### src/mmc_consts.vh
`ifndef MMC_CONSTS_VH
`define MMC_CONSTS_VH
// Register offsets on the plain register port
`define MMC_ADDR_W 8
`define MMC_OFF_CONFIG 8'h4f
`define MMC_OFF_STATUS 8'h50
`define MMC_OFF_MASK 8'h51
`define MMC_OFF_ACTIVE 8'h52
`define MMC_OFF_RSVD1 8'h53
// Configuration register fields
`define MMC_BIT_SHUTDOWN 0
`define MMC_BIT_CYCLE 1
`define MMC_BIT_ALERT_EN 2
`define MMC_BIT_VOLT_ALERT 3
`define MMC_BIT_OFS_INT 4
`define MMC_BIT_FAST_AVG 5
`define MMC_CONFIG_RESET 8'h00
`define MMC_CONFIG_WMASK 8'h3f
`define MMC_RSVD1_VALUE 8'hff
// Status / mask layout
`define MMC_ST_SEQ_DONE 0
`define MMC_ST_VOLT_FAULT 1
`define MMC_ST_TEMP_FAULT 2
`define MMC_ST_W 3
// Sample counts for averaging
`define MMC_AVG_REMOTE_SLOW 8'h80
`define MMC_AVG_OTHER_SLOW 8'h08
`define MMC_AVG_REMOTE_FAST 8'h10
`define MMC_AVG_OTHER_FAST 8'h01
`endif

### src/mmc_config.v
// Function
// RULE_01 - Bit 1 picks continuous (0, reset) or cycle (1) monitoring.
// RULE_02 - Bit 2 makes shared pin the alert output; 0 keeps address-or-reset role.
// RULE_03 - Bit 3 set lets voltage faults drive alert pin low; clear ignores them.
// RULE_04 - Bit 4 routes temperature offset: 0 external channels, 1 internal.
// RULE_05 - Bit 5 clear: remote diodes average 128, others average 8.
// RULE_06 - Bit 5 set: remote diodes average 16, others single sample.
// RULE_07 - Bits 7 and 6 are read-only zero.
// RULE_08 - Read-as-one bits ignore writes and always read one.
// RULE_09 - Bit 0 picks sleep (0, reset) or shutdown (1) low-power state.
// RULE_10 - Averaging and mode changes apply from next conversion sequence only.
//
// Local design decisions: strobed register access and the register addresses.
`timescale 1ns/1ps
`include "mmc_consts.vh"
module mmc_config (
   input wire mclk, // 125 MHz clock
   input wire rstn, // Async reset, active low
   input wire init_n, // Initialization request, active low, async pin
   input wire [`MMC_ADDR_W-1:0] reg_addr, // Register address
   input wire [7:0] reg_wdata, // Write data
   input wire reg_wr, // Write strobe
   input wire reg_rd, // Read strobe
   output reg [7:0] reg_rdata, // Read data, cycle after strobe
   input wire seq_start, // Engine starts a conversion sequence, pulse
   input wire volt_fault, // Voltage reading at or beyond limit
   input wire temp_fault, // Temperature reading at or beyond limit
   input wire vid_pin_role, // Bit 7 of voltage identification register
   output reg low_power_shutdown, // 1 shutdown, 0 sleep
   output reg cycle_monitor, // 1 cycle mode, 0 continuous
   output reg offset_to_internal, // Offset applies to internal channel
   output reg [7:0] remote_avg_count, // Samples averaged per remote diode value
   output reg [7:0] other_avg_count, // Samples averaged per voltage/internal value
   output wire alert_pin_o, // Shared pin output level
   output wire alert_pin_oe, // Shared pin driven low when high
   output wire pin_role_alert, // 1 over-limit alert, 0 address-or-reset role
   output wire pin_role_pulse, // Address-or-reset role selection
   output wire irq // Level interrupt
);
   reg [7:0] config_q;
   reg [`MMC_ST_W-1:0] status;
   reg [`MMC_ST_W-1:0] mask;
   reg init_s1;
   reg init_s2;
   reg volt_s1;
   reg volt_s2;
   reg temp_s1;
   reg temp_s2;
   reg volt_d;
   reg temp_d;
   wire [`MMC_ST_W-1:0] events;
   wire [7:0] next_config;
   wire over_limit;

   // Fault inputs come from the analog side, so they are synchronised
   always @(posedge mclk or negedge rstn) begin
      if (!rstn) begin
         init_s1 <= 1'b1;
         init_s2 <= 1'b1;
         volt_s1 <= 1'b0;
         volt_s2 <= 1'b0;
         temp_s1 <= 1'b0;
         temp_s2 <= 1'b0;
         volt_d <= 1'b0;
         temp_d <= 1'b0;
      end else begin
         init_s1 <= init_n;
         init_s2 <= init_s1;
         volt_s1 <= volt_fault;
         volt_s2 <= volt_s1;
         temp_s1 <= temp_fault;
         temp_s2 <= temp_s1;
         volt_d <= volt_s2;
         temp_d <= temp_s2;
      end
   end

   // Reserved bits are never stored
   assign next_config = reg_wdata & `MMC_CONFIG_WMASK; // RULE_07

   always @(posedge mclk or negedge rstn) begin
      if (!rstn) begin
         config_q <= `MMC_CONFIG_RESET;
      end else if (!init_s2) begin
         config_q <= `MMC_CONFIG_RESET;
      end else if (reg_wr && reg_addr == `MMC_OFF_CONFIG) begin
         config_q <= next_config;
      end
   end

   // Mode and averaging shadows load at a sequence boundary; initialization reloads their reset values
   always @(posedge mclk or negedge rstn) begin
      if (!rstn) begin
         cycle_monitor <= 1'b0;
         remote_avg_count <= `MMC_AVG_REMOTE_SLOW;
         other_avg_count <= `MMC_AVG_OTHER_SLOW;
      end else if (!init_s2) begin
         cycle_monitor <= 1'b0;
         remote_avg_count <= `MMC_AVG_REMOTE_SLOW;
         other_avg_count <= `MMC_AVG_OTHER_SLOW;
      end else if (seq_start) begin // RULE_10
         cycle_monitor <= config_q[`MMC_BIT_CYCLE]; // RULE_01
         if (config_q[`MMC_BIT_FAST_AVG]) begin
            remote_avg_count <= `MMC_AVG_REMOTE_FAST; // RULE_06
            other_avg_count <= `MMC_AVG_OTHER_FAST; // RULE_06
         end else begin
            remote_avg_count <= `MMC_AVG_REMOTE_SLOW; // RULE_05
            other_avg_count <= `MMC_AVG_OTHER_SLOW; // RULE_05
         end
      end
   end

   always @(posedge mclk or negedge rstn) begin
      if (!rstn) begin
         low_power_shutdown <= 1'b0;
         offset_to_internal <= 1'b0;
      end else begin
         low_power_shutdown <= config_q[`MMC_BIT_SHUTDOWN]; // RULE_09
         offset_to_internal <= config_q[`MMC_BIT_OFS_INT]; // RULE_04
      end
   end

   // Alert pin: open drain, pulled low while enabled and a temperature fault, or a voltage fault with bit 3 set, stands
   assign pin_role_alert = config_q[`MMC_BIT_ALERT_EN]; // RULE_02
   assign pin_role_pulse = vid_pin_role; // RULE_02
   assign over_limit = temp_s2 | (config_q[`MMC_BIT_VOLT_ALERT] & volt_s2); // RULE_03
   assign alert_pin_o = 1'b0;
   assign alert_pin_oe = pin_role_alert & over_limit; // RULE_02

   assign events[`MMC_ST_SEQ_DONE] = seq_start;
   assign events[`MMC_ST_VOLT_FAULT] = volt_s2 & ~volt_d;
   assign events[`MMC_ST_TEMP_FAULT] = temp_s2 & ~temp_d;

   // Sticky status per bit; a new event wins over a write-one clear
   genvar gi;
   generate
      for (gi = 0; gi < `MMC_ST_W; gi = gi + 1) begin : g_status
         always @(posedge mclk or negedge rstn) begin
            if (!rstn) begin
               status[gi] <= 1'b0;
            end else if (events[gi]) begin
               status[gi] <= 1'b1;
            end else if (reg_wr && reg_addr == `MMC_OFF_STATUS && reg_wdata[gi]) begin
               status[gi] <= 1'b0;
            end
         end
      end
   endgenerate

   always @(posedge mclk or negedge rstn) begin
      if (!rstn) begin
         mask <= {`MMC_ST_W{1'b0}};
      end else if (reg_wr && reg_addr == `MMC_OFF_MASK) begin
         mask <= reg_wdata[`MMC_ST_W-1:0];
      end
   end

   assign irq = |(status & mask);

   always @(posedge mclk or negedge rstn) begin
      if (!rstn) begin
         reg_rdata <= 8'h00;
      end else if (reg_rd) begin
         if (reg_addr == `MMC_OFF_CONFIG) begin
            reg_rdata <= config_q & `MMC_CONFIG_WMASK; // RULE_07
         end else if (reg_addr == `MMC_OFF_STATUS) begin
            reg_rdata <= {5'h00, status};
         end else if (reg_addr == `MMC_OFF_MASK) begin
            reg_rdata <= {5'h00, mask};
         end else if (reg_addr == `MMC_OFF_ACTIVE) begin
            reg_rdata <= {3'h0, cycle_monitor, other_avg_count == `MMC_AVG_OTHER_FAST,
                          alert_pin_oe, temp_s2, volt_s2};
         end else if (reg_addr == `MMC_OFF_RSVD1) begin
            reg_rdata <= `MMC_RSVD1_VALUE; // RULE_08
         end else begin
            reg_rdata <= 8'h00;
         end
      end else begin
         reg_rdata <= 8'h00;
      end
   end
endmodule

### config.mk
export PLATFORM = sky130hd
export DESIGN_NAME = mmc_config
export DESIGN_NICKNAME = d
export VERILOG_FILES = /design/src/mmc_config.v
export VERILOG_INCLUDE_DIRS = /design/src /design/src/src
export SDC_FILE = /design/constraint.sdc
export NUM_CORES = 1
export LEC_CHECK = 0
export ABC_AREA = 1
export ABC_CLOCK_PERIOD_IN_PS = 1900
export BUFFER_PORTS_ARGS = -buffer_cell sky130_fd_sc_hd__buf_2
export CAP_MARGIN = 30
export CELL_PAD_IN_SITES_DETAIL_PLACEMENT = 1
export CELL_PAD_IN_SITES_GLOBAL_PLACEMENT = 2
export CORE_UTILIZATION = 30
export CTS_CLUSTER_SIZE = 28
export DETAILED_ROUTE_END_ITERATION = 6
export PLACE_DENSITY = 0.95
export SYNTH_ARGS = -nofsm -noshare
export SYNTH_HDL_FRONTEND = slang
export SYNTH_SLANG_ARGS = --single-unit
### constraint.sdc
create_clock -name mclk -period 1.9 [get_ports mclk]
set_input_delay 0.19 -clock mclk [delete_from_list [all_inputs] [get_ports mclk]]
set_output_delay 0.19 -clock mclk [all_outputs]
set_load 0.05 [all_outputs]
==> reports/qor.yml, run 1 <==
status: "complete, no violations"
drv_slew: 0
synth.area.top_cells: "dfrtp_1 47%, nand2_1 10%, buf_4 8.7%"
ys_seq_area_share_pct: 51.6
synth_cells: 178
vias: 1280
fmax_mhz: 715
tightest_slew_ns: 0.711
num_antenna_cells: 0
slowest_stage: "dfrtp_1"
drc_errors: 0
dieWidth_um: 74.1
antenna_found_initial: 0
ant_nets: 0
grt_pass1_vias: 1281
peakVddDrop_mv: 0.422
dieHeight_um: 74.1
synth.most_common_cell: "nand2_1"
cp_slowest_stage_delay_ns: 0.40
finalHoldViolations: 0
dr.pass1.iters: 4
crit_path_frequent_cell: "nand2_1"
yosys.area.top_type: "dfrtp_1"
die_area_um2: 5490
crit_path_start_kind: "flop"
cellLeakagePower_nw: 1.02
min_period_over_period_pct: 73.6
initial_core_util_pct: 32.2
grt_use_total_pct: 14.4
fill_cells: 600
grt_pass1_wl_um: 5830
synth_edf_count: 0
post_cts_buffers: 0
final_nets: 247
yosys-top-cells-count: "43 x nand2_1, 29 x dfrtp_1, 18 x buf_4"
gp_congestion: 0.804
worstPathRequired_ns: 1.71
p_per_area_nw_per_um2: 784
finClkSkew_ns: 0.00537
fp-row-count: 25
clockBufferDepth: 2
fin_tns_setup_ns: 0
numPortBuffers: 39
tritoncts: "done"
synthFlopType: "dfrtp_1"
path_class: "flop to primary output"
dp_hpwl_um: 2810
max_slew_margin_pct: 52.6
hold_ws_ns: 0.144
clk-insertion-delay-late_ns: 0.29
clkTransAtPathRegs_ns: 0.06
htreeDepth: 2
cts_inserted_buffers: 5
cts-root-buf: "clkbuf_8"
ys_seq_elements: 32
worstPathArrival_ns: 1.21
pin_count: 57
period_needed_ns: 1.40
maxCapViolCount: 0
ys_async_sr_fraction_pct: 100
routedWlPerCell_um: 12.2
setup_violations: 0
hold_class: "input pin to flop"
viasPerCell: 4.41
syn2layout_area_growth_pct: 20.7
critPathMaxFanout: 3
core_region_area_um2: 4850
grt_start_max_net_pins: 33
drt_wl_total_um: 3540
overflow: 0
synth_top_cell_area_share_pct: 46.5
worstPathCellList: "nand2_1 > nand2_1 > nand2_1 > inv_1 > buf_2"
synth_cell_types: 25
synth_area_um2: 1560
endpoint_kind: "primary output"
synth_warnings: 0
finalPower_w: 0.00148
cts.sinks: 32
drive_gt1_share_pct: 30.5
rsz0062_at_grt: "no"
drt_iter0_markers: 56
avgSynthCellArea_um2: 8.77
through the flow:
stage	utilization [%]	setup WS [ns]	cells	instance area [µm²]
global route	38.8	0.436	290	1880
CTS	38.4	0.486	288	1860
detailed placement	35.9	0.438	278	1740
finish	38.8	0.502	290	1880
floorplan	-	0.620	190	1610
global placement	35.9	0.508	278	1740
worst max-delay path: cells and delay by family (launching register included):
family | cells | cell delay, ns
buffers and inverters | 2 | 0.32
DFF | 1 | 0.40
and+or+nand+nor | 3 | 0.21
placed cells by master (no fill, tap or decap):
master         count
nand2_1           43
buf_2             39
dfrtp_1           29
inv_1             17
nand3_1           14
conb_1            13
nor2_1            11
o21ai_0            8
clkbuf_8           7
nand4_1            6
nand2_2            4
dlygate4sd3_1      4
nor2_4             3
inv_2              3
a21oi_1            3
o21ai_1            3
dfstp_2            3
nand2_4            2
or2_2              2
nor2_2             1
nor3_1             1
o31ai_1            1
nand3_2            1
clkinv_4           1
o21ai_2            1
a21o_1             1
clkbuf_1           1
buf_4              1
report_power, final:
| group | total (W) | leakage [nW] | internal, W | switching [W] |
|---|---|---|---|---|
| clock network | 0.000580 | 0.0515 | 0.000330 | 0.000250 |
| registers | 0.000710 | 0.406 | 0.000699 | 0.0000109 |
| logic | 0.000186 | 0.567 | 0.0000416 | 0.000144 |
| total | 0.00148 | 1.02 | 0.00107 | 0.000405 |
final cells by class:
class	count	area [µm²]	share of cell area [%]
inverters	21	83.8	4.45
flip-flops and latches	32	805	42.7
multi-input cells	118	568	30.2
well taps	67	83.8	4.45
repair buffers	44	243	12.9
clock buffers	8	100	5.32
registers in the layout, indices dropped and copies added (netlist names):
| name | cells |
|---|---|
| init_s2 | 1 |
| volt_s2 | 1 |
| cycle_monitor | 1 |
| temp_d | 1 |
| temp_s1 | 1 |
| status | 3 |
| low_power_shutdown | 1 |
| temp_s2 | 1 |
| volt_d | 1 |
| other_avg_count | 2 |
| offset_to_internal | 1 |
| volt_s1 | 1 |
| init_s1 | 1 |
| config_q | 6 |
| mask | 3 |
| reg_rdata | 7 |
what timing repair did:
action	CTS	global route
hold endpoints to repair	30	2
hold buffers	2	2
endpoints found under the setup margin	0	0
resized for setup	0	0
final timing paths:
check / from / end / slack [ns] / cells after the start
hold reg to reg: temp_s1$_DFF_PN0_ / temp_s2$_DFF_PN0_ / 0.35 / 0
hold / removal: reg_wdata[3] / config_q[3]$_DFFE_PN0P_ / 0.14 / 3
setup reg to reg: temp_s2$_DFF_PN0_ / reg_rdata[2]$_DFF_PN0_ / 0.77 / 8
setup / recovery: config_q[3]$_DFFE_PN0P_ / alert_pin_oe / 0.50 / 5
min in group asynchronous: rstn / reg_rdata[0]$_DFF_PN0_ / 0.49 / 2
max in group asynchronous: rstn / config_q[3]$_DFFE_PN0P_ / 0.95 / 2
routing by layer:
metal | wire length (µm) | GRT usage, %
met4 | 33 | 4.49
met3 | 206 | 4.34
met1 | 1480 | 16.6
met2 | 1810 | 25.6
met5 | 0 | 0
cells by family after synthesis:
logic type / after synthesis / share of synthesized area [%]
compound gates: 17 / 6.01
buf+inv: 40 / 14.9
flops: 32 / 51.6
other cells: 1 / 0.240
simple gates: 88 / 27.3
Note: power is estimated with default switching activity, not from simulation.
==> inputs of run 2 (changes only) <==
ABC_AREA = 0   (was 1)
ABC_CLOCK_PERIOD_IN_PS = 1300   (was 1900)
CORE_UTILIZATION = 29   (was 30)
PLACE_DENSITY = 0.89   (was 0.95)
clock period = 1.3 ns   (was 1.9 ns; I/O delays follow)
==> reports/qor.yml, run 2 <==
ys_async_sr_fraction_pct: 100  # unchanged
synth_top_cell_area_share_pct: 49.4  # +2.9 points
hold_depth: 3  # unchanged
layout_commonest_cell: "buf_2"
cts_inserted_buffers: 5  # unchanged
worstPathArrival_ns: 1.27  # +0.06 ns
top_register: "reg_rdata"
endpoint_kind: "primary output"
antenna_found_initial: 0  # unchanged
setup_slack_ns: -0.102  # -0.604 ns
drv_slew: 0  # unchanged
worstPathRequired_ns: 1.17  # -0.54 ns
synth_edf_count: 0  # unchanged
synth_top_family_by_area: "simple AND/OR/NAND/NOR gates"
gp_congestion: 0.784  # -2.6%
routedWlPerCell_um: 12.8  # +5.1%
synth_mux_area_share_pct: 9.38  # +9.4 points
synth.most_common_cell: "dfrtp_1"
yosys.area.top_type: "dfrtp_1"
final_util_pct: 40.3  # +1.4 points
peakVddDrop_mv: 0.523  # +24%
ys_seq_area_share_pct: 54.8  # +3.3 points
min_period_over_period_pct: 108
largest_register_ffs: 7  # unchanged
synth_compound_gate_area_share_pct: 8.27  # +2.3 points
reg2regPathDepth: 4  # -4
drt_wl_total_um: 3220  # -9.1%
grt_start_max_net_pins: 33  # unchanged
num_antenna_cells: 0  # unchanged
clockBufferDepth: 2  # unchanged
core_region_area_um2: 4790  # -1.3%
layout_common_cells: "37 x buf_2, 29 x dfrtp_1, 20 x nand2_1"
initial_core_util_pct: 30.7  # -1.5 points
drc_errors: 0  # unchanged
synth_area_um2: 1470  # -5.9%
vias: 1103  # -14%
synth.area.top_cells: "dfrtp_1 49%, buf_4 8.7%, dfstp_2 5.4%"
path_class: "flop to primary output"
tritoncts: "done"
cts-root-buf: "clkbuf_8"
hold_class: "input pin to flop"
clk-insertion-delay-late_ns: 0.28  # about the same
dp_hpwl_um: 2380  # -15%
final_nets: 209  # -15%
largest_registers: "reg_rdata (7), config_q (6)"
fmax_mhz: 713
synth_cells: 127  # -29%
ys_seq_elements: 32  # unchanged
setup_violations: 1  # +1
p_per_area_nw_per_um2: 1100  # +40%
dieHeight_um: 73.1  # -1.3%
fill_cells: 547  # -8.8%
maxCapViolCount: 0  # unchanged
fp-row-count: 25  # unchanged
grt_use_total_pct: 13.2  # -1.2 points
grt_pass1_wl_um: 5070  # -13%
layoutNonFillerInstCount: 251  # -13%
yosys.area_share.simple_pct: 16.3  # -11 points
finClkSkew_ns: 0.00639  # +0.00102 ns
clkTransAtPathRegs_ns: 0.07  # about the same
dr.pass1.iters: 4  # unchanged
status: "finished with violations"
synth_fa_ha_area_share_pct: 0  # unchanged
placed_cells: 235  # -15%
yosys-top-cells-count: "29 x dfrtp_1, 20 x nand2_1, 17 x buf_4"
violations: "setup timing"
synthFlopType: "dfrtp_1"
synth_cell_types: 29  # +16%
avgSynthCellArea_um2: 11.6  # +32%
viasPerCell: 4.39  # -0.44%
dieWidth_um: 73.1  # -1.3%
synthXorXnorAreaFrac_pct: 0  # unchanged
pin_count: 57  # unchanged
period_needed_ns: 1.40
grt_pass1_vias: 1047  # -18%
htreeDepth: 2  # unchanged
crit_path_start_kind: "flop"
drive_gt1_share_pct: 42.4  # +12 points
ant_nets: 0  # unchanged
hold_ws_ns: 0.0921  # -0.0523 ns
syn2layout_area_growth_pct: 31.3
rsz0062_at_grt: "yes"
drt_iter0_markers: 47  # -16%
cellLeakagePower_nw: 0.996  # -2.8%
synth_warnings: 0  # unchanged
die_area_um2: 5350  # -2.6%
numPortBuffers: 39  # unchanged
cts.sinks: 32  # unchanged
overflow: 0  # unchanged
critPathMaxFanout: 3  # unchanged
finalHoldViolations: 0  # unchanged
run 2: cell types whose count changed in the layout (fill, tap and decap cells not counted), moves of 7 or more:
cell	before	now
o21ai_0	8	1
nand3_1	14	1
buf_4	1	15
inv_1	17	4
mux2i_1	0	7
nand2_1	43	20
run 2: layout make-up:
cell class	count	area, µm²	share of cell area (%)
inverter	4	15.0	0.779
sequential	32	805	41.8
clock buffer	7	96.3	5.00
multi-input combinational	83	567	29.4
tap	67	83.8	4.35
timing repair buffer	58	360	18.7
run 2: power breakdown:
group | total, W | switching [W] | internal (W)
Sequential | 0.00103 | 0.0000165 | 0.00102
Clock | 0.000818 | 0.000347 | 0.000471
Combinational | 0.000269 | 0.000182 | 0.0000870
Total | 0.00212 | 0.000545 | 0.00158
run 2: timing repair:
| item | CTS | global route |
|---|---|---|
| pin swaps | 2 | 3 |
| endpoints found under the hold margin | 32 | 0 |
| resized for setup | 5 | 1 |
| endpoints found under the setup margin | 10 | 5 |
| hold buffers | 4 | 0 |
| setup buffers | 3 | 2 |
run 2: per-stage QoR:
stage / setup slack [ns] / total power, W / instance area [µm²] / TNS, ns
3_3_place_gp: -0.327 / 0.00130 / 1730 / -4.35
6_report: -0.102 / 0.00212 / 1930 / -0.102
5_1_grt: -0.244 / 0.00222 / 1930 / -0.244
2_1_floorplan: -0.108 / 0.00124 / 1530 / -1.18
4_1_cts: -0.144 / 0.00215 / 1910 / -0.144
3_5_place_dp: -0.349 / 0.00130 / 1730 / -5.03
run 2: per-layer routing:
metal / GRT usage [%] / share of wire (%) / vias to the layer above
li1: - / - / 515
met1: 17.5 / 47 / 540
met2: 19.5 / 45 / 44
met3: 4.14 / 6.6 / 4
met4: 5.88 / 1.5 / 0
met5: 0 / 0 / -
run 2: path summary, 6_finish.rpt:
path	start	end	slack, ns
worst max-delay path	mask[2]$_DFFE_PN0P_	irq	-0.10
worst min-delay path	reg_wdata[3]	config_q[3]$_DFFE_PN0P_	0.09
worst max register to register	mask[0]$_DFFE_PN0P_	reg_rdata[0]$_DFF_PN0_	0.13
worst min register to register	temp_s1$_DFF_PN0_	temp_s2$_DFF_PN0_	0.35
max in group asynchronous	rstn	other_avg_count[3]$_DFFE_PN1P_	0.57
min in group asynchronous	rstn	offset_to_internal$_DFF_PN0_	0.40
run 2: cells by family after synthesis:
family / after synthesis
flip-flops: 32
other: 1
AND/OR/NAND/NOR: 41
buffers and inverters: 24
AO/OA/AOI/OAI: 16
multiplexers: 13
run 2: worst max-delay path, cell delays in order, from the launching register on:
cell and delay [ns]:
dfrtp_1 0.40, a222oi_1 0.34, inv_1 0.09, buf_6 0.16
==> inputs of run 3 (changes only) <==
REMOVE_ABC_BUFFERS = 1   (was not set)
==> reports/qor.yml, run 3 (synthesis gave the netlist of run 2 again) <==
status: "finished with violations"
violations: "setup timing"
drt_iter0_markers: 25  # -47%
dieHeight_um: 73.1  # unchanged
regToRegStartpoint: "status[0]$_DFFE_PN0P_"
routed-wl-met3_um: 168  # -20%
die_area_um2: 5350  # unchanged
htreeDepth: 2  # unchanged
dieWidth_um: 73.1  # unchanged
maxCapViolCount: 0  # unchanged
vias: 1137  # +3.1%
critPathMaxFanout: 2  # -1
final_nets: 212  # +1.4%
fmax_mhz: 714  # about the same
grt_use_total_pct: 14.6  # +1.4 points
worstPathRequired_ns: 1.17  # about the same
rrSetupSlack_ns: 0.13  # about the same
numPortBuffers: 39  # unchanged
peakVddDrop_mv: 0.576  # +10%
cts_inserted_buffers: 5  # unchanged
tritoncts: "done"
finalPower_w: 0.00215  # +1.5%
fin_tns_setup_ns: -0.101  # +0.000636 ns
endpoint_kind: "primary output"
fill_cells: 557  # +1.8%
finalHoldViolations: 0  # unchanged
startpoint: "status[0]$_DFFE_PN0P_"
grt_pass1_vias: 1130  # +7.9%
p_sw_share_pct: 25.7  # about the same
routedWlPerCell_um: 14.3  # +11%
pwr-share-clk_pct: 38.7  # about the same
layoutNonFillerInstCount: 255  # +1.6%
reg2regPathDepth: 4  # unchanged
p_int_w: 0.00160  # +1.5%
overflow: 0  # unchanged
finClkSkew_ns: 0.00185  # -0.00454 ns
grt_pass1_wl_um: 5640  # +11%
clockBufferDepth: 2  # unchanged
switching_power_w: 0.000553  # +1.4%
gp_congestion: 0.850  # +8.5%
clk-insertion-delay-late_ns: 0.28  # about the same
p_comb_share_pct: 13.3  # +0.6 points
hold_depth: 3  # unchanged
hold_class: "input pin to flop"
initial_core_util_pct: 30.7  # unchanged
setup_slack_ns: -0.101  # +0.000636 ns
min_period_over_period_pct: 108  # about the same
met1_length_um: 1590  # +4.7%
crit_path_end: "irq"
cts.sinks: 32  # unchanged
drt_wl_total_um: 3640  # +13%
dr.pass1.iters: 4  # unchanged
drc_errors: 0  # unchanged
largest_registers: "reg_rdata (7), config_q (6)"
cellLeakagePower_nw: 1.03  # +3.0%
cts-root-buf: "clkbuf_8"
layout_common_cells: "36 x buf_2, 29 x dfrtp_1, 20 x nand2_1"
antenna_found_initial: 0  # unchanged
layout_commonest_cell: "buf_2"
top_register: "reg_rdata"
final_util_pct: 41.4  # +1.2 points
place_ws_ns: -0.351  # -0.00259 ns
r2r-end: "reg_rdata[0]$_DFF_PN0_"
drive_gt1_share_pct: 42.6  # +0.16 points
rsz0062_at_grt: "yes"
num_antenna_cells: 0  # unchanged
dr_wl_met2_um: 1780  # +24%
syn2layout_area_growth_pct: 35.1
dp_hpwl_um: 2660  # +12%
fp-row-count: 25  # unchanged
power.share.sequential_pct: 48.0  # -0.8 points
multi_input_area_um2: 574  # +1.3%
clkTransAtPathRegs_ns: 0.06  # about the same
drv_slew: 0  # unchanged
worstPathArrival_ns: 1.27  # about the same
period_needed_ns: 1.40  # -0.000636 ns
core_region_area_um2: 4790  # unchanged
crit_path_start_kind: "flop"
p_per_area_nw_per_um2: 1080  # -1.4%
ant_nets: 0  # unchanged
grt_start_max_net_pins: 18  # -45%
top_layer: "met4"
placed_cells: 239  # +1.7%
path_class: "flop to primary output"
viasPerCell: 4.46  # +1.5%
pin_count: 57  # unchanged
largest_register_ffs: 7  # unchanged
setup_violations: 1  # unchanged
layout.area.seq_um2: 805  # unchanged
==> run 3: how the worst min path moves through the flow <==
stage / from / endpoint
after floorplan: rstn / config_q[0]$_DFFE_PN0P_
after CTS: reg_wdata[4] / config_q[4]$_DFFE_PN0P_
after detailed placement: rstn / config_q[5]$_DFFE_PN0P_
after global placement: rstn / config_q[5]$_DFFE_PN0P_
final: reg_wdata[4] / config_q[4]$_DFFE_PN0P_
after global routing: reg_wdata[4] / config_q[4]$_DFFE_PN0P_
==> run 3: per-stage QoR <==
stage / hold slack [ns] / area, µm²
6_report: 0.102 / 1980
3_5_place_dp: 0.0856 / 1760
5_1_grt: 0.103 / 1980
3_3_place_gp: 0.0727 / 1760
2_1_floorplan: -0.166 / 1370
4_1_cts: 0.0964 / 1940
==> run 3: per-layer routing <==
metal / vias to the layer above / track usage, %
li1: 522 / -
met1: 548 / 17.8
met2: 55 / 24.0
met3: 12 / 3.18
met4: 0 / 7.63
met5: - / 0
==> run 3: final cells by class <==
type / count / share of cell area (%)
Inverter: 4 / 0.757
Multi-Input combinational cell: 83 / 29.0
Tap cell: 67 / 4.23
Timing Repair Buffer: 61 / 20.4
Sequential cell: 32 / 40.6
Clock buffer: 8 / 5.05
==> run 3: worst max-delay path: stages, from the launching register on <==
cell and delay (ns):
dfrtp_1 0.40, a222oi_1 0.35, inv_1 0.09, buf_6 0.16
==> run 3: timing repair <==
item,CTS,global route
pin swaps,2,3
buffers inserted,1,3
hold buffers,4,0
hold endpoints to repair,17,0
resized for setup,9,4
setup endpoints to repair,10,7
==> run 3: power by group through the flow <==
stage | logic, W | clock network (W) | registers [W]
global placement | 0.000255 | 0 | 0.00105
floorplan | 0.000147 | 0 | 0.00105
detailed placement | 0.000258 | 0 | 0.00105
finish | 0.000286 | 0.000832 | 0.00103
CTS | 0.000281 | 0.000858 | 0.00103
global route | 0.000306 | 0.000904 | 0.00103
